**src/verilog/nand_ctl_pkg.sv**
```systemverilog
package nand_ctl_pkg;

  // ----------------------------------------------------------------------
  // Flash command codes
  // ----------------------------------------------------------------------
  localparam logic [7:0] CMD_READ = 8'h00;
  localparam logic [7:0] CMD_READ_COPY = 8'h35;
  localparam logic [7:0] CMD_COPY_INPUT = 8'h85;
  localparam logic [7:0] CMD_PROG_CONFIRM = 8'h10;
  localparam logic [7:0] CMD_STATUS = 8'h70;
  localparam logic [7:0] CMD_ERASE_SETUP = 8'h60;
  localparam logic [7:0] CMD_ERASE_CONFIRM = 8'hD0;
  localparam logic [7:0] CMD_IDENT = 8'h90;
  localparam logic [7:0] CMD_RESET = 8'hFF;
  localparam logic [7:0] CMD_READ_CONFIRM = 8'h30;

  // ----------------------------------------------------------------------
  // Device status byte layout
  // ----------------------------------------------------------------------
  localparam int ST_FAIL_BIT = 0;
  localparam int ST_READY_BIT = 6;
  localparam int ST_UNPROT_BIT = 7;
  localparam logic [7:0] ST_RESET_VALUE = 8'hC0;
  localparam int ID_BYTES = 4;
  localparam int ADDR_CYCLES = 4;
  localparam int ERASE_ADDR_CYCLES = 2;

  // ----------------------------------------------------------------------
  // Timing
  // ----------------------------------------------------------------------
  localparam int CLK_MHZ = 50;
  localparam int POWER_UP_US = 100;
  localparam int POWER_UP_CYCLES = POWER_UP_US * CLK_MHZ;
  localparam int STROBE_CYCLES = 2;

  // ----------------------------------------------------------------------
  // Own register map, byte addresses on AXI4-Lite
  // ----------------------------------------------------------------------
  localparam logic [7:0] REG_CTRL = 8'h00;
  localparam logic [7:0] REG_SRC_ROW = 8'h04;
  localparam logic [7:0] REG_DST_ROW = 8'h08;
  localparam logic [7:0] REG_PATCH = 8'h0C;
  localparam logic [7:0] REG_STAT = 8'h10;
  localparam logic [7:0] REG_ID = 8'h14;
  localparam logic [7:0] REG_DEV_STATUS = 8'h18;
  localparam int CTRL_OP_LSB = 0;
  localparam int CTRL_OP_W = 3;
  localparam int CTRL_WP_BIT = 8;
  localparam int STAT_BUSY_BIT = 0;
  localparam int STAT_DONE_BIT = 1;
  localparam int STAT_FAIL_BIT = 2;
  localparam int STAT_INIT_BIT = 3;
  localparam int STAT_PROT_BIT = 4;
  localparam logic [1:0] RESP_OKAY = 2'b00;
  localparam logic [1:0] RESP_SLVERR = 2'b10;

  typedef enum logic [2:0] {
    OP_NONE,
    OP_COPYBACK,
    OP_ERASE,
    OP_READ_ID,
    OP_RESET,
    OP_STATUS
  } op_t;

  typedef struct packed {
    logic ce_n;
    logic cle;
    logic ale;
    logic we_n;
    logic read_strobe_n;
    logic wp_n;
    logic [7:0] dq_out;
    logic dq_oe;
  } flash_pins_t;

endpackage

```
**src/verilog/nand_host_ctl.sv**
```systemverilog
// Local design decisions: register access over AXI4-Lite and the placing of the registers.
`timescale 1ns/1ps

module nand_host_ctl
  import nand_ctl_pkg::*;
#(
  parameter int POWER_UP_WAIT = POWER_UP_CYCLES
) (
  input wire logic aclk,
  input wire logic aresetn,
  input wire logic [7:0] s_axi_awaddr,
  input wire logic s_axi_awvalid,
  output logic s_axi_awready,
  input wire logic [31:0] s_axi_wdata,
  input wire logic [3:0] s_axi_wstrb,
  input wire logic s_axi_wvalid,
  output logic s_axi_wready,
  output logic [1:0] s_axi_bresp,
  output logic s_axi_bvalid,
  input wire logic s_axi_bready,
  input wire logic [7:0] s_axi_araddr,
  input wire logic s_axi_arvalid,
  output logic s_axi_arready,
  output logic [31:0] s_axi_rdata,
  output logic [1:0] s_axi_rresp,
  output logic s_axi_rvalid,
  input wire logic s_axi_rready,
  output flash_pins_t pins,
  input wire logic [7:0] dq_in,
  input wire logic ready_busy
);

  if (POWER_UP_WAIT < 1 || POWER_UP_WAIT > 8192) begin : g_bad_wait
    $error("POWER_UP_WAIT must fit the 13-bit wait counter");
  end

  typedef enum logic [3:0] {
    S_POWER,
    S_IDLE,
    S_CMD,
    S_ADDR,
    S_DATA,
    S_WAIT_BUSY,
    S_WAIT_READY,
    S_RD_STATUS,
    S_RD_ID,
    S_DONE
  } state_t;

  // ----------------------------------------------------------------------
  // Sequencer state
  // ----------------------------------------------------------------------
  state_t state_q, state_d;
  op_t op_q, op_d;
  logic [2:0] step_q, step_d;
  logic [2:0] idx_q, idx_d;
  logic [12:0] cnt_q, cnt_d;
  logic [7:0] cmd_q, cmd_d;
  logic busy_q, busy_d, done_q, done_d, fail_q, fail_d, init_q, init_d;
  logic prot_q, prot_d;
  logic [7:0] dev_status_q, dev_status_d;
  logic [7:0] id_q [ID_BYTES];
  logic [7:0] id_d [ID_BYTES];
  flash_pins_t pins_q, pins_d;
  // Register file.
  logic [2:0] op_req_q, op_req_d;
  logic go_q, go_d, wp_en_q, wp_en_d;
  logic [15:0] src_row_q, src_row_d, dst_row_q, dst_row_d;
  logic [11:0] patch_col_q, patch_col_d;
  logic [7:0] patch_dat_q, patch_dat_d;
  logic patch_en_q, patch_en_d;
  // Bus.
  logic aw_hold_q, aw_hold_d, w_hold_q, w_hold_d;
  logic [7:0] awaddr_q, awaddr_d;
  logic [31:0] wdata_q, wdata_d;
  logic bvalid_q, bvalid_d, rvalid_q, rvalid_d;
  logic [1:0] bresp_q, bresp_d, rresp_q, rresp_d;
  logic [31:0] rdata_q, rdata_d;

  assign pins = pins_q;
  assign s_axi_awready = !aw_hold_q && !bvalid_q;
  assign s_axi_wready = !w_hold_q && !bvalid_q;
  assign s_axi_bvalid = bvalid_q;
  assign s_axi_bresp = bresp_q;
  assign s_axi_arready = !rvalid_q;
  assign s_axi_rvalid = rvalid_q;
  assign s_axi_rdata = rdata_q;
  assign s_axi_rresp = rresp_q;

  // ----------------------------------------------------------------------
  // Sequencer next state
  // ----------------------------------------------------------------------
  // Each bus cycle is split in two: strobe low for STROBE_CYCLES, then high.
  // The device latches on the rising write strobe at the end of the low half.
  always_comb begin
    logic [7:0] row [ADDR_CYCLES];
    state_d = state_q;
    op_d = op_q;
    step_d = step_q;
    idx_d = idx_q;
    cnt_d = cnt_q;
    cmd_d = cmd_q;
    busy_d = busy_q;
    done_d = done_q;
    fail_d = fail_q;
    init_d = init_q;
    prot_d = prot_q;
    dev_status_d = dev_status_q;
    id_d = id_q;
    pins_d = pins_q;
    pins_d.wp_n = busy_q ? pins_q.wp_n : wp_en_q;
    row[0] = 8'h00;
    row[1] = 8'h00;
    row[2] = 8'h00;
    row[3] = 8'h00;
    unique case (state_q)
      S_POWER: begin
        if (cnt_q >= 13'(POWER_UP_WAIT - 1)) begin
          init_d = 1'b1;
          state_d = S_IDLE;
        end else begin
          cnt_d = cnt_q + 13'd1;
        end
      end
      S_IDLE: begin
        if (go_q && op_req_q != 3'(OP_NONE)) begin
          op_d = op_t'(op_req_q);
          busy_d = 1'b1;
          done_d = 1'b0;
          fail_d = 1'b0;
          prot_d = 1'b0;
          step_d = 3'd0;
          state_d = S_CMD;
        end
      end
      S_CMD: begin
        // Each op is a short script indexed by step_q.
        unique case (op_q)
          OP_COPYBACK: cmd_d = (step_q == 3'd0) ? CMD_READ :
                               (step_q == 3'd1) ? CMD_READ_COPY :
                               (step_q == 3'd2) ? CMD_COPY_INPUT :
                               (step_q == 3'd3) ? CMD_COPY_INPUT :
                               (step_q == 3'd4) ? CMD_PROG_CONFIRM : CMD_STATUS;
          OP_ERASE: cmd_d = (step_q == 3'd0) ? CMD_ERASE_SETUP :
                            (step_q == 3'd1) ? CMD_ERASE_CONFIRM : CMD_STATUS;
          OP_READ_ID: cmd_d = CMD_IDENT;
          OP_RESET: cmd_d = CMD_RESET;
          default: cmd_d = CMD_STATUS;
        endcase
        pins_d.ce_n = 1'b0;
        pins_d.cle = 1'b1;
        pins_d.ale = 1'b0;
        pins_d.dq_oe = 1'b1;
        pins_d.dq_out = cmd_d;
        pins_d.we_n = 1'b0;
        cnt_d = '0;
        idx_d = '0;
        state_d = S_DATA;
      end
      S_ADDR, S_DATA: begin
        // Strobe phase: low then high, then advance.
        cnt_d = cnt_q + 13'd1;
        if (cnt_q == 13'(STROBE_CYCLES - 1)) begin
          pins_d.we_n = 1'b1;
        end else if (cnt_q == 13'(2 * STROBE_CYCLES - 1)) begin
          cnt_d = '0;
          pins_d.cle = 1'b0;
          pins_d.ale = 1'b0;
          pins_d.dq_oe = 1'b0;
          state_d = S_ADDR;
          // Address bytes for the next cycle of the current command.
          if (op_q == OP_COPYBACK) begin
            if (step_q == 3'd3) begin
              row[0] = patch_col_q[7:0];
              row[1] = {4'h0, patch_col_q[11:8]};
            end else begin
              row[2] = (step_q == 3'd0) ? src_row_q[7:0] : dst_row_q[7:0];
              row[3] = (step_q == 3'd0) ? src_row_q[15:8] : dst_row_q[15:8];
            end
          end else if (op_q == OP_ERASE) begin
            row[0] = {dst_row_q[7:6], 6'h00};
            row[1] = dst_row_q[15:8];
          end
          if (state_q == S_DATA && pins_q.cle) begin
            idx_d = '0;
          end else begin
            idx_d = idx_q + 3'd1;
          end
          if (next_is_addr(op_q, step_q, idx_d, patch_en_q, pins_q.cle)) begin
            pins_d.ale = !addr_is_data(op_q, step_q, idx_d);
            pins_d.dq_oe = 1'b1;
            pins_d.dq_out = addr_is_data(op_q, step_q, idx_d) ? patch_dat_q :
              ((op_q == OP_READ_ID) ? 8'h00 : row[idx_d[1:0]]);
            pins_d.we_n = 1'b0;
          end else begin
            step_d = step_q + 3'd1;
            state_d = after_cmd(op_q, step_q, patch_en_q, pins_q.cle);
            idx_d = '0;
          end
        end
      end
      S_WAIT_BUSY: begin
        // Busy may take a few cycles to fall; a timeout stands in for a miss.
        cnt_d = cnt_q + 13'd1;
        if (!ready_busy || cnt_q == 13'd16) begin
          cnt_d = '0;
          state_d = S_WAIT_READY;
        end
      end
      S_WAIT_READY: begin
        if (ready_busy) begin
          if (op_q == OP_RESET) begin
            dev_status_d = ST_RESET_VALUE;
            state_d = S_DONE;
          end else begin
            state_d = S_CMD;
          end
        end
      end
      S_RD_STATUS, S_RD_ID: begin
        cnt_d = cnt_q + 13'd1;
        if (cnt_q == 13'd0) begin
          pins_d.read_strobe_n = 1'b0;
        end else if (cnt_q == 13'(STROBE_CYCLES)) begin
          pins_d.read_strobe_n = 1'b1;
          cnt_d = '0;
          if (state_q == S_RD_STATUS) begin
            dev_status_d = dq_in;
            if (!dq_in[ST_READY_BIT]) begin
              state_d = S_RD_STATUS;
            end else begin
              fail_d = dq_in[ST_FAIL_BIT];
              prot_d = !dq_in[ST_UNPROT_BIT];
              state_d = S_DONE;
            end
          end else begin
            id_d[idx_q[1:0]] = dq_in;
            idx_d = idx_q + 3'd1;
            if (idx_q == 3'(ID_BYTES - 1)) begin
              state_d = S_DONE;
            end
          end
        end
      end
      S_DONE: begin
        pins_d.ce_n = 1'b1;
        busy_d = 1'b0;
        done_d = 1'b1;
        state_d = S_IDLE;
      end
      default: state_d = S_IDLE;
    endcase
  end

  // Whether another address or data cycle follows in the current command.
  function automatic logic next_is_addr(op_t op, logic [2:0] st, logic [2:0] i, logic pe,
                                        logic was_cmd);
    logic r;
    r = 1'b0;
    unique case (op)
      OP_COPYBACK: r = (st == 3'd0 || st == 3'd2) ? (i < 3'(ADDR_CYCLES)) :
                       (st == 3'd3) ? (pe && i < 3'd3) : 1'b0;
      OP_ERASE: r = (st == 3'd0) && (i < 3'(ERASE_ADDR_CYCLES));
      OP_READ_ID: r = (i < 3'd1) && was_cmd;
      default: r = 1'b0;
    endcase
    return r;
  endfunction

  function automatic logic addr_is_data(op_t op, logic [2:0] st, logic [2:0] i);
    return (op == OP_COPYBACK) && (st == 3'd3) && (i == 3'd2);
  endfunction

  function automatic state_t after_cmd(op_t op, logic [2:0] st, logic pe, logic was_cmd);
    state_t s;
    s = S_CMD;
    unique case (op)
      OP_COPYBACK: s = (st == 3'd1 || st == 3'd4) ? S_WAIT_BUSY :
                       (st == 3'd5) ? S_RD_STATUS : S_CMD;
      OP_ERASE: s = (st == 3'd1) ? S_WAIT_BUSY : (st == 3'd2) ? S_RD_STATUS : S_CMD;
      OP_READ_ID: s = S_RD_ID;
      OP_RESET: s = S_WAIT_BUSY;
      default: s = S_RD_STATUS;
    endcase
    if (op == OP_COPYBACK && st == 3'd2 && !pe) begin
      s = S_CMD;
    end
    return s;
  endfunction

  // ----------------------------------------------------------------------
  // AXI4-Lite slave and registers
  // ----------------------------------------------------------------------
  always_comb begin
    logic wr;
    aw_hold_d = aw_hold_q || (s_axi_awvalid && s_axi_awready);
    w_hold_d = w_hold_q || (s_axi_wvalid && s_axi_wready);
    awaddr_d = (s_axi_awvalid && s_axi_awready) ? s_axi_awaddr : awaddr_q;
    wdata_d = (s_axi_wvalid && s_axi_wready) ? s_axi_wdata : wdata_q;
    bvalid_d = bvalid_q && !s_axi_bready;
    bresp_d = bresp_q;
    op_req_d = op_req_q;
    go_d = 1'b0;
    wp_en_d = wp_en_q;
    src_row_d = src_row_q;
    dst_row_d = dst_row_q;
    patch_col_d = patch_col_q;
    patch_dat_d = patch_dat_q;
    patch_en_d = patch_en_q;
    wr = aw_hold_q && w_hold_q && !bvalid_q;
    if (wr) begin
      aw_hold_d = 1'b0;
      w_hold_d = 1'b0;
      bvalid_d = 1'b1;
      bresp_d = RESP_OKAY;
      unique case (awaddr_q)
        REG_CTRL: begin
          op_req_d = wdata_q[CTRL_OP_LSB +: CTRL_OP_W];
          wp_en_d = wdata_q[CTRL_WP_BIT];
          go_d = !busy_q;
        end
        REG_SRC_ROW: src_row_d = wdata_q[15:0];
        REG_DST_ROW: dst_row_d = wdata_q[15:0];
        REG_PATCH: begin
          patch_col_d = wdata_q[11:0];
          patch_dat_d = wdata_q[23:16];
          patch_en_d = wdata_q[31];
        end
        REG_STAT, REG_ID, REG_DEV_STATUS: ;
        default: bresp_d = RESP_SLVERR;
      endcase
    end
    rvalid_d = rvalid_q && !s_axi_rready;
    rdata_d = rdata_q;
    rresp_d = rresp_q;
    if (s_axi_arvalid && !rvalid_q) begin
      rvalid_d = 1'b1;
      rresp_d = RESP_OKAY;
      unique case (s_axi_araddr)
        REG_CTRL: rdata_d = {23'h0, wp_en_q, 5'h0, op_req_q};
        REG_SRC_ROW: rdata_d = {16'h0, src_row_q};
        REG_DST_ROW: rdata_d = {16'h0, dst_row_q};
        REG_PATCH: rdata_d = {patch_en_q, 7'h0, patch_dat_q, 4'h0, patch_col_q};
        REG_STAT: rdata_d = {27'h0, prot_q, init_q, fail_q, done_q, busy_q};
        REG_ID: rdata_d = {id_q[3], id_q[2], id_q[1], id_q[0]};
        REG_DEV_STATUS: rdata_d = {24'h0, dev_status_q};
        default: begin
          rdata_d = 32'h0000_0000;
          rresp_d = RESP_SLVERR;
        end
      endcase
    end
  end

  always_ff @(posedge aclk) begin
    if (!aresetn) begin
      state_q <= S_POWER;
      op_q <= OP_NONE;
      step_q <= '0;
      idx_q <= '0;
      cnt_q <= '0;
      cmd_q <= CMD_READ;
      busy_q <= 1'b0;
      done_q <= 1'b0;
      fail_q <= 1'b0;
      init_q <= 1'b0;
      prot_q <= 1'b0;
      dev_status_q <= ST_RESET_VALUE;
      id_q <= '{default: 8'h00};
      pins_q <= '{ce_n: 1'b1, cle: 1'b0, ale: 1'b0, we_n: 1'b1, read_strobe_n: 1'b1,
                  wp_n: 1'b0, dq_out: 8'h00, dq_oe: 1'b0};
      op_req_q <= '0;
      go_q <= 1'b0;
      wp_en_q <= 1'b0;
      src_row_q <= '0;
      dst_row_q <= '0;
      patch_col_q <= '0;
      patch_dat_q <= '0;
      patch_en_q <= 1'b0;
      aw_hold_q <= 1'b0;
      w_hold_q <= 1'b0;
      awaddr_q <= '0;
      wdata_q <= '0;
      bvalid_q <= 1'b0;
      bresp_q <= RESP_OKAY;
      rvalid_q <= 1'b0;
      rdata_q <= '0;
      rresp_q <= RESP_OKAY;
    end else begin
      state_q <= state_d;
      op_q <= op_d;
      step_q <= step_d;
      idx_q <= idx_d;
      cnt_q <= cnt_d;
      cmd_q <= cmd_d;
      busy_q <= busy_d;
      done_q <= done_d;
      fail_q <= fail_d;
      init_q <= init_d;
      prot_q <= prot_d;
      dev_status_q <= dev_status_d;
      id_q <= id_d;
      pins_q <= pins_d;
      op_req_q <= op_req_d;
      go_q <= go_d;
      wp_en_q <= wp_en_d;
      src_row_q <= src_row_d;
      dst_row_q <= dst_row_d;
      patch_col_q <= patch_col_d;
      patch_dat_q <= patch_dat_d;
      patch_en_q <= patch_en_d;
      aw_hold_q <= aw_hold_d;
      w_hold_q <= w_hold_d;
      awaddr_q <= awaddr_d;
      wdata_q <= wdata_d;
      bvalid_q <= bvalid_d;
      bresp_q <= bresp_d;
      rvalid_q <= rvalid_d;
      rdata_q <= rdata_d;
      rresp_q <= rresp_d;
    end
  end

endmodule // nand_host_ctl
```
**config.mk**
```make
export PLATFORM = sky130hd
export DESIGN_NAME = nand_host_ctl
export DESIGN_NICKNAME = d
export VERILOG_FILES = /design/src/verilog/nand_ctl_pkg.sv /design/src/verilog/nand_host_ctl.sv
export SDC_FILE = /design/constraint.sdc
export NUM_CORES = 1
export LEC_CHECK = 0
export ABC_AREA = 1
export ABC_CLOCK_PERIOD_IN_PS = 2550
export BUFFER_PORTS_ARGS = -buffer_cell sky130_fd_sc_hd__buf_2
export CAP_MARGIN = 30
export CORE_AREA = 3 3 166 168
export CTS_BUF_LIST = sky130_fd_sc_hd__clkbuf_8
export CTS_CLUSTER_SIZE = 10
export DETAILED_ROUTE_END_ITERATION = 7
export DIE_AREA = 0 0 169 171
export GPL_TIMING_DRIVEN = 0
export SYNTH_ARGS = -nofsm -noshare
export SYNTH_HDL_FRONTEND = slang
export SYNTH_SLANG_ARGS = --single-unit
```
**constraint.sdc**
```tcl
create_clock -name aclk -period 2.55 [get_ports aclk]
set_input_delay 0 -clock aclk [delete_from_list [all_inputs] [get_ports aclk]]
set_output_delay 0 -clock aclk [all_outputs]
set_load 0.01 [all_outputs]
```
==> impl_results.md, run 1 <==
- Setup TNS: 0 ns
- Distinct cell type count after synthesis: 54
- Via-to-Cell Ratio: 5.177
- Hold WC Path Type: in2reg
- DRT iter0 DRCs: 956
- Post-synth top area cell: dfxtp_1
- ANT nets after route: 0
- IO Pins: 124
- Post-synth EDFFs: 0
- Grt met1 use: 0.3501
- Power per standard cell area: 615.3 nW/um^2
- Clock sink count: 215
- Synth Register Bits: 215
- Slew margin rel.: 0.3831
- Final Slew Violations: 0
- Global Route Usage Sum: 0.2441
- Period Utilization, post-route: 0.9271
- Area of placed instances: 11400 um^2
- Detailed-route via count: 10580
- Crit path DAT: 2.84 ns
- Synthesized area per cell: 7.113 um^2
- Post-synth ARST share: 0
- R2R Path End: pins[7]
- Clk Latency, worst-skew pair: 0.55 ns
- Pre-antenna DRT Iters: 6
- Syn-to-layout area delta: 23.37%
- VDD IR max: 447.8 uV
- Crit path launch: step_q[1]
- Commonest cells after routing, fill and taps aside: nand2_1 (283), dfxtp_1 (215), nor2_1 (201), o21ai_0 (151), inv_1 (148)
- Peak Freq: 423.0 MHz
- Clock transition at path regs: 0.06 ns
- Final Skew: 0.01886 ns
- Flop2flop setup slack: 0.19 ns
- Met2 GRT Util: 0.3732
- Gr busiest metal: met2
- CP Capture Point: pins[7]
- Largest net degree at the start of global routing: 12
- Worst reg2reg startpoint: step_q[1]
- CP required: 3.02 ns
- Cts bufs inserted: 40
- CP Capture Type: flop
- Tmin final: 2.364 ns
- Vias in the first global route: 9977
- Status: finished clean
- CTS tree: yes
- CTS H-tree lvls: 2
- Final hold vios: 0
- Worst-margin pin slew: 0.9253 ns
- Largest cells by area after synthesis: dfxtp_1 (41%), nand2_1 (10%), nor2_1 (7.3%)
- Starting density of the core: 0.4002
- Post-synthesis sequential area ratio: 0.4128
- Grt total ovfl: 0
- CP Max Fanout: 9
- First-pass GRT wire length: 55340 um
- Root Buffer: clkbuf_8
- Post-Syn Instances: 1466
- GP Congestion: 0.9436
- Critical Path Source Type: flop
- Chip height: 171 um
- Max Cap Viol: 0
- FP Rows: 59
- Met3 Use GR: 0.04506
- WS Path Type: reg2reg
- CORE AREA: 26060 um^2
- Final net count: 1758
- Initial antenna violation count: 1
- Die area: 28900 um^2
- Worst-case clock buffer depth: 3
- Final instance area: 12860 um^2
- Commonest non-fill, non-tap cell in the layout: nand2_1
- Cell area after synthesis: 10430 um^2
- I/O Buffers: 109
- Worst Reg2Reg Path Length in Cells: 13
- Synth top area share: 0.4128
- Post-Route WL: 36010 um
- Ys flop type: dfxtp_1
- Average wire per standard cell: 17.62 um
- RSZ-0062 raised after global routing: false
- Final setup violation count: 0
- Yosys warns: 0
- Drt drc: 0
- Die Width: 169 um
- Dpl hpwl: 27070 um
- Layout cell share with drive strength beyond 1: 0.1658
- LEAKAGE: 5.283 nW
[final cells by class]
type / instances / area, um^2
clock buffer: 49 / 674.4
timing repair buffer: 167 / 1136
tap: 335 / 419.2
antenna: 1 / 2.502
inverter: 161 / 614.3
clock inverter: 24 / 198.9
fill: 2665 / 13190
sequential: 215 / 4304
multi-input combinational: 1030 / 5202
buffer: 61 / 312.8
[worst max-delay path, stage by stage, from the launching register on]
cell and delay, ns:
dfxtp_1 0.42, ha_1 0.22, ha_1 0.31, nand2_2 0.18, inv_2 0.19, nand2_2 0.09
nor3_4 0.20, buf_12 0.15, nand2_1 0.07, nand2_1 0.12, nand2_1 0.07, nand2_1 0.13
nor2_1 0.06, nor2_1 0.09
[what timing repair did]
action                                 CTS  global route
hold buffers                            57             0
buffers inserted                         0             1
endpoints found under the hold margin   80             0
resized for setup                        0             1
setup endpoints to repair                0             7
[cell usage after synthesis, types with 3 or more instances]
cell       number
buf_2          16
nand2_4         4
buf_1           3
nor2_2         14
clkinv_2        4
o31ai_1         4
nand3_2         3
nand4_1        14
buf_6           7
o221ai_1        8
clkbuf_1       32
a32o_1          7
o22ai_1         4
dfxtp_1       215
nand2_2        17
nor4_1         11
nor3_2          4
nand3_1        51
o21ai_1         5
nor2_1        202
or2_2           3
nand2_1       283
nor3_1         23
nor2_4          4
inv_1         137
o211ai_1       16
o21ai_0       151
ha_1           14
inv_2          11
o2111ai_1       3
clkinv_1        7
a21oi_1       120
a211oi_2        5
buf_4           3
a211oi_1       33
[flip-flops by register name (all words and copies together), names as in the netlist, 3 cells and up]
| register | cells |
|---|---|
| id_q | 32 |
| s_axi_rdata | 32 |
| wdata_q | 25 |
| dst_row_q | 16 |
| src_row_q | 16 |
| pins | 15 |
| cnt_q | 13 |
| patch_col_q | 12 |
| awaddr_q | 8 |
| dev_status_q | 8 |
| patch_dat_q | 8 |
| state_q | 4 |
| idx_q | 3 |
| op_q | 3 |
| op_req_q | 3 |
| step_q | 3 |
[layer usage]
layer	vias to the layer above	wire [um]	share of wire
met1	4824	16960	0.47
met5	-	0	0
met4	0	1100	0.031
met3	74	2533	0.070
met2	381	15410	0.43
li1	5297	-	-
[cell families after synthesis]
logic type | synth area share
xor gates and xnor gates | 0.0008401
other | 0.0003596
and+or+nand+nor | 0.2742
buffers and inverters | 0.08891
DFF | 0.4128
adders and majority gates | 0.01680
AOI/OAI and AO/OA | 0.2061
[per-stage QoR]
step                      power [mW]    util  setup WS [ns]  cells  hold slack (ns)
after floorplan                4.048       -         0.7472   1467           0.1633
after global placement         4.313  0.4373         0.1127   1911           0.2493
after detailed placement       4.321  0.4373         0.1340   1911           0.2575
after CTS                      7.955  0.4927         0.1100   2041          0.03028
after global routing           8.244  0.4936        0.04569   2042          0.07032
final                          7.915  0.4937         0.1858   2043          0.02888
[where the power goes]
part | leakage, nW | switching, mW | internal (mW) | total, mW
logic | 3.05 | 0.548 | 0.275 | 0.822
registers | 1.74 | 0.0609 | 3.46 | 3.52
clock network | 0.492 | 1.51 | 2.06 | 3.58
[worst min-delay path by stage]
stage / to / from / cells after the start
final: s_axi_rdata[31] / s_axi_araddr[5] / 6
after global routing: wdata_q[0] / s_axi_wvalid / 4
after CTS: wdata_q[1] / s_axi_wvalid / 4
after detailed placement: awaddr_q[1] / s_axi_awaddr[1] / 3
after global placement: awaddr_q[1] / s_axi_awaddr[1] / 3
after floorplan: s_axi_bvalid / s_axi_bready / 3
No activity file was read; power rests on OpenSTA's default activity.
==> run 2: changes to the inputs <==
--- a/config.mk
+++ b/config.mk
@@ -9,12 +9,13 @@
 export ABC_CLOCK_PERIOD_IN_PS = 2550
 export BUFFER_PORTS_ARGS = -buffer_cell sky130_fd_sc_hd__buf_2
 export CAP_MARGIN = 30
-export CORE_AREA = 3 3 166 168
+export CORE_AREA = 3 3 142 144
 export CTS_BUF_LIST = sky130_fd_sc_hd__clkbuf_8
 export CTS_CLUSTER_SIZE = 10
 export DETAILED_ROUTE_END_ITERATION = 7
-export DIE_AREA = 0 0 169 171
+export DIE_AREA = 0 0 145 147
 export GPL_TIMING_DRIVEN = 0
+export PLACE_DENSITY = 0.75
 export SYNTH_ARGS = -nofsm -noshare
 export SYNTH_HDL_FRONTEND = slang
 export SYNTH_SLANG_ARGS = --single-unit
==> run 2 against run 1 <==
  * Power is 0.17% lower
  * Clock power is 1% lower
  * Die area is 26% lower
  * Final cell count is 4.0% lower
  * Global-route usage is 7.7 points higher
  * Fmax is 0.72% lower
  * Largest cell class unchanged
  * Largest power group unchanged
==> impl_results.md, run 2 (synthesis gave the netlist of run 1 again) <==
- Die area: 21320 um^2 (-26%)
- Tmin final: 2.381 ns (+0.01711 ns)
- Peak Freq: 419.9 MHz (-0.72%)
- Final net count: 1754 (-0.23%)
- CP required: 2.98 ns (-0.04 ns)
- Final Skew: 0.02363 ns (+0.004768 ns)
- DRT iter0 DRCs: 728 (-24%)
- Power per standard cell area: 620.8 nW/um^2 (+0.90%)
- Post-Route WL: 35070 um (-2.6%)
- Layout cell share with drive strength beyond 1: 0.1652 (-0.0005910)
- CTS H-tree lvls: 2 (unchanged)
- Top delay family on crit path: simple AND/OR/NAND/NOR gates
- Hold path start: s_axi_wvalid
- Worst Reg2Reg Path Length in Cells: 12 (-1)
- Period Utilization, post-route: 0.9339 (+0.006711)
- Detailed-route via count: 10840 (+2.5%)
- Average wire per standard cell: 17.89 um (+1.5%)
- CORE AREA: 18830 um^2 (-28%)
- FP Rows: 50 (-15%)
- Dpl cells: 1836 (-3.9%)
- VDD IR max: 463.8 uV (+3.6%)
- Pre-antenna DRT Iters: 5 (-1)
- WHS Path Cells: 4 (-2)
- Worst reg2reg startpoint: step_q[0]
- Critical path buffers and inverters: 3 (+1)
- DP Worst Slack: 0.1655 ns (+0.03152 ns)
- Fin worst setup slack: 0.1687 ns (-0.01711 ns)
- Diodes inserted: 0 (-1)
- Combinational share of power: 0.107 (+0.003)
- Syn-to-layout area delta: 22.07%
- Grt total ovfl: 0 (unchanged)
- ANT nets after route: 0 (unchanged)
- I/O Buffers: 109 (unchanged)
- Switching Fraction: 0.2688 (+0.0005540)
- Root Buffer: clkbuf_8
- Crit path depth: 12 (-1)
- Clock sink count: 215 (unchanged)
- Starting density of the core: 0.5538 (+0.1536)
- Clock Power Share: 0.449 (-0.003)
- Vias in the first global route: 10360 (+3.9%)
- CP Capture Type: flop
- Crit path launch: step_q[0]
- GP Congestion: 1.040 (+10%)
- Worst-margin pin slew: 0.8658 ns (-0.05948 ns)
- Setup TNS: 0 ns (unchanged)
- Via-to-Cell Ratio: 5.530 (+6.8%)
- Crit path largest cell delay: 0.34 ns (-0.08 ns)
- Post-CTS Setup Bufs: 0 (unchanged)
- CP Max Fanout: 10 (+1)
- Cts bufs inserted: 37 (-7.5%)
- Clock transition at path regs: 0.06 ns (about the same)
- Max stage delay cell, worst path: dfxtp_1
- LEAKAGE: 5.250 nW (-0.62%)
- Worst-case clock buffer depth: 3 (unchanged)
- CTS tree: yes
- Dpl hpwl: 25780 um (-4.8%)
- Hold WC Path Type: in2reg
- Crit path DAT: 2.82 ns (-0.02 ns)
- IO Pins: 124 (unchanged)
- Psw: 2.124 mW (about the same)
- Global Route Usage Sum: 0.3215 (+0.07743)
- Drt drc: 0 (unchanged)
- Commonest non-fill, non-tap cell in the layout: nand2_1
- First-pass GRT wire length: 55060 um (-0.52%)
- WS Path Type: reg2reg
- Die Width: 145 um (-14%)
- Sequential share of power: 0.445 (about the same)
- RSZ-0062 raised after global routing: false
- Clk Latency, worst-skew pair: 0.55 ns (about the same)
- Largest net degree at the start of global routing: 11 (-1)
- Commonest cells after routing, fill and taps aside: nand2_1 (283), dfxtp_1 (215), nor2_1 (201), o21ai_0 (151), inv_1 (145)
- Final setup violation count: 0 (unchanged)
- Critical Path Source Type: flop
- Status: finished clean
- Final Slew Violations: 0 (unchanged)
- Initial antenna violation count: 0 (-1)
- Slew margin rel.: 0.4228 (+0.03966)
- Max Cap Viol: 0 (unchanged)
- Chip height: 147 um (-14%)
- Final hold vios: 0 (unchanged)
- Internal: 5.777 mW (-0.25%)
- Final Non-Filler Cells: 1961 (-4.0%)
- Worst path cell trace: inv_1 > ha_1 > nand2_2 > inv_2 > clkbuf_4 > o211ai_1 > nand3_1 > nand3_1 > nand2_1 > nand2_1 > nor2_2 > nor2_2
==> run 2: layout make-up <==
cell class	instances	area [um^2]
inverters	161	614.3
well taps	260	325.3
flip-flops and latches	215	4304
multi-input cells	1030	5202
clock inverters	19	175.2
fillers	1710	6102
repair buffers	166	1116
plain buffers	61	316.6
clock buffers	49	674.4
==> run 2: path summary, 6_finish.rpt <==
path / endpoint / slack (ns)
worst max-delay path: pins[4] / 0.17
worst max register to register: pins[4] / 0.17
worst min-delay path: wdata_q[1] / 0.04
worst min register to register: dev_status_q[0] / 0.45
==> run 2: power groups by stage <==
stage          clock network [mW]  registers, mW  logic [mW]
2_1_floorplan                   0           3.58       0.472
3_3_place_gp                    0           3.58       0.730
3_5_place_dp                    0           3.58       0.738
4_1_cts                      3.56           3.51       0.816
5_1_grt                      3.72           3.52       0.923
6_report                     3.54           3.51       0.842
==> run 2: timing repair <==
action / CTS / global route
endpoints found under the setup margin: 0 / 10
endpoints found under the hold margin: 80 / 0
hold buffers: 57 / 0
gates resized for setup: 0 / 4
==> run 2: metal layers <==
| metal | track usage | vias to the layer above | part of all wire |
|---|---|---|---|
| met5 | 0 | - | 0 |
| met4 | 0.1359 | 0 | 0.041 |
| met3 | 0.04904 | 86 | 0.073 |
| met2 | 0.5425 | 446 | 0.47 |
| met1 | 0.4134 | 5035 | 0.42 |
| li1 | - | 5277 | - |
==> run 2: worst reg2reg max path, delay by kind of cell, from the launching register on <==
kind	cells	cell delay [ns]
buf+inv	3	0.70
compound gates	1	0.14
fa+ha+maj	1	0.26
flops	1	0.34
simple gates	7	0.84
==> run 2: per-stage QoR <==
| stage | area, um^2 | total power, mW | hold WS, ns | utilization |
|---|---|---|---|---|
| CTS | 12720 | 7.889 | 0.03421 | 0.6756 |
| finish | 12730 | 7.901 | 0.04354 | 0.6759 |
| global placement | 11300 | 4.314 | 0.2538 | 0.6002 |
| floorplan | 10430 | 4.048 | 0.1633 | - |
| global route | 12730 | 8.167 | 0.08421 | 0.6759 |
| detailed placement | 11300 | 4.323 | 0.2606 | 0.6002 |
==> run 3: changes to the inputs <==
--- a/config.mk
+++ b/config.mk
@@ -9,13 +9,13 @@
 export ABC_CLOCK_PERIOD_IN_PS = 2550
 export BUFFER_PORTS_ARGS = -buffer_cell sky130_fd_sc_hd__buf_2
 export CAP_MARGIN = 30
-export CORE_AREA = 3 3 142 144
+export CORE_AREA = 3 3 191 193
 export CTS_BUF_LIST = sky130_fd_sc_hd__clkbuf_8
 export CTS_CLUSTER_SIZE = 10
 export DETAILED_ROUTE_END_ITERATION = 7
-export DIE_AREA = 0 0 145 147
+export DIE_AREA = 0 0 194 196
 export GPL_TIMING_DRIVEN = 0
-export PLACE_DENSITY = 0.75
+export PLACE_DENSITY = 0.48
 export SYNTH_ARGS = -nofsm -noshare
 export SYNTH_HDL_FRONTEND = slang
 export SYNTH_SLANG_ARGS = --single-unit
==> run 3 against run 2 <==
  * Register-to-register slack better by 0.02 ns
  * Critical endpoint is now awaddr_q[7]
  * Via count down 2.4%
  * Die area up 78%
  * Clock power down 7.1%
  * Clock-buffer cell count down 1
  * Flip-flop and latch count unchanged
  * Global-route usage down 12 points
  * Final area up 2.2%
  * Highest routed layer is now met5
  * First-iteration DRC count up 6.6%
  * Setup slack worse by 0.012 ns
  * Critical path depth down 5
==> impl_results.md, run 3 (synthesis gave the netlist of run 1 again) <==
- Grt total ovfl: 0 (unchanged)
- Vias in the first global route: 10040 (-3.1%)
- Status: finished clean
- Drt drc: 0 (unchanged)
- Commonest cells after routing, fill and taps aside: nand2_1 (283), dfxtp_1 (215), nor2_1 (202), o21ai_0 (151), inv_1 (150)
- Max Cap Viol: 0 (unchanged)
- Crit path DAT: 2.93 ns (+0.11 ns)
- Post-Route WL: 38570 um (+10%)
- Via-to-Cell Ratio: 4.883 (-12%)
- Die Width: 194 um (+34%)
- Clk Latency, worst-skew pair: 0.59 ns (+0.04 ns)
- Hold WC Path Type: in2reg
- Final Power: 7.647 mW (-3.2%)
- Period Utilization, post-route: 0.9387 (+0.004817)
- CP required: 3.08 ns (+0.10 ns)
- IO Pins: 124 (unchanged)
- Worst hold margin: 0.008658 ns (-0.03488 ns)
- DRT iter0 DRCs: 776 (+6.6%)
- Diodes inserted: 0 (unchanged)
- Dpl cells: 2031 (+11%)
- Fin worst setup slack: 0.1564 ns (-0.01228 ns)
- Tmin final: 2.394 ns (+0.01228 ns)
- Final net count: 1766 (+0.68%)
- RSZ-0062 raised after global routing: false
- Clock sink count: 215 (unchanged)
- Syn-to-layout area delta: 24.80%
- I/O Buffers: 109 (unchanged)
- CP Max Fanout: 10 (unchanged)
- Slew margin rel.: 0.3425 (-0.08027)
- Max stage delay cell, worst path: clkbuf_1
- Critical Path Source Type: input pin
- Peak Freq: 417.8 MHz (-0.51%)
- Crit path largest cell delay: 0.67 ns (+0.33 ns)
- Root Buffer: clkbuf_8
- First-pass GRT wire length: 58840 um (+6.9%)
- Power per standard cell area: 587.6 nW/um^2 (-5.3%)
- Largest net degree at the start of global routing: 14 (+3)
- Initial antenna violation count: 3 (+3)
- Global Route Usage Sum: 0.1970 (-0.1246)
- Final setup violation count: 0 (unchanged)
- Clock transition at path regs: 0.06 ns (about the same)
- Cts bufs inserted: 40 (+8.1%)
- ANT nets after route: 0 (unchanged)
- CTS H-tree lvls: 2 (unchanged)
- Final hold vios: 0 (unchanged)
- Dpl hpwl: 29060 um (+13%)
- LEAKAGE: 5.281 nW (+0.59%)
- Setup TNS: 0 ns (unchanged)
- Post-cts gate resize count: 0 (unchanged)
- Commonest non-fill, non-tap cell in the layout: nand2_1
- CP Capture Type: flop
- GP Congestion: 0.9964 (-4.2%)
- Starting density of the core: 0.3004 (-0.2534)
- DP Worst Slack: 0.1572 ns (-0.008289 ns)
- Worst path cell trace: buf_2 > clkbuf_1 > clkbuf_1 > o21ai_0 > dlygate4sd3_1 > nor2_1 > dlygate4sd3_1
- Top delay family on crit path: buffers and inverters
- Die area: 38020 um^2 (+78%)
- Average wire per standard cell: 17.80 um (-0.48%)
- Pre-antenna DRT Iters: 5 (unchanged)
- Final Slew Violations: 0 (unchanged)
- FP Rows: 68 (+36%)
- Critical path buffers and inverters: 5 (+2)
- Final Non-Filler Cells: 2167 (+11%)
- CTS tree: yes
- Worst-margin pin slew: 0.9862 ns (+0.1204 ns)
- Final Skew: 0.04656 ns (+0.02293 ns)
- CORE AREA: 34710 um^2 (+84%)
- WS Path Type: in2reg
- Detailed-route via count: 10580 (-2.4%)
- Chip height: 196 um (+33%)
- VDD IR max: 361.1 uV (-22%)
- Layout cell share with drive strength beyond 1: 0.1624 (-0.002814)
- Worst-case clock buffer depth: 3 (unchanged)
[run 3: changes by cell type in the layout (fill, tap and decap cells not counted), sizes merged]
cell / change
buf: +3
bufinv: -3
clkbuf: -3
clkinv: +1
dlygate4sd3: +8
inv: +5
[run 3: per-stage QoR]
step | util | cell area [um^2]
6_report | 0.3749 | 13010
3_3_place_gp | 0.3326 | 11550
5_1_grt | 0.3749 | 13010
3_5_place_dp | 0.3326 | 11550
4_1_cts | 0.3742 | 12990
2_1_floorplan | - | 10430
[run 3: layout make-up]
cell class              instances  area (um^2)
inverters                     161        614.3
fillers                      3787        21700
repair buffers                176         1224
well taps                     455        569.3
plain buffers                  60        309.0
clock buffers                  48        660.6
multi-input cells            1030         5200
flip-flops and latches        215         4304
clock inverters                22        132.6
[run 3: final timing paths]
check	from	end	slack, ns	cells past startpoint
setup reg to reg	s_axi_rvalid	s_axi_rresp[1]	0.19	5
hold reg to reg	pins[9]	pins[9]	0.44	2
setup / recovery	aresetn	awaddr_q[7]	0.16	7
hold / removal	s_axi_wvalid	wdata_q[1]	0.009	4
[run 3: per-layer routing]
layer,vias up,wire length (um),GRT usage
met5,-,13,0
met4,2,819,0.04947
met3,57,2111,0.02645
met2,305,16760,0.3096
met1,4915,18860,0.2859
li1,5303,-,-
[run 3: what timing repair did]
action | 4_1_cts | 5_1_grt
setup endpoints to repair | 0 | 6
endpoints found under the hold margin | 80 | 0
buffers inserted | 0 | 2
hold buffers | 65 | 0
[run 3: worst register-to-register path, cell delays in order, from the launching register on]
cell           delay, ns
dfxtp_1             0.31
inv_1               0.07
nand2_1             0.38
nor2_1              0.73
dlygate4sd3_1       0.71
nor2_1              0.05
[run 3: report_power, final]
part | switching (mW) | leakage [nW] | internal, mW | total [mW]
Clock | 1.55 | 0.452 | 1.74 | 3.29
Combinational | 0.559 | 3.09 | 0.286 | 0.845
Sequential | 0.0603 | 1.74 | 3.46 | 3.52
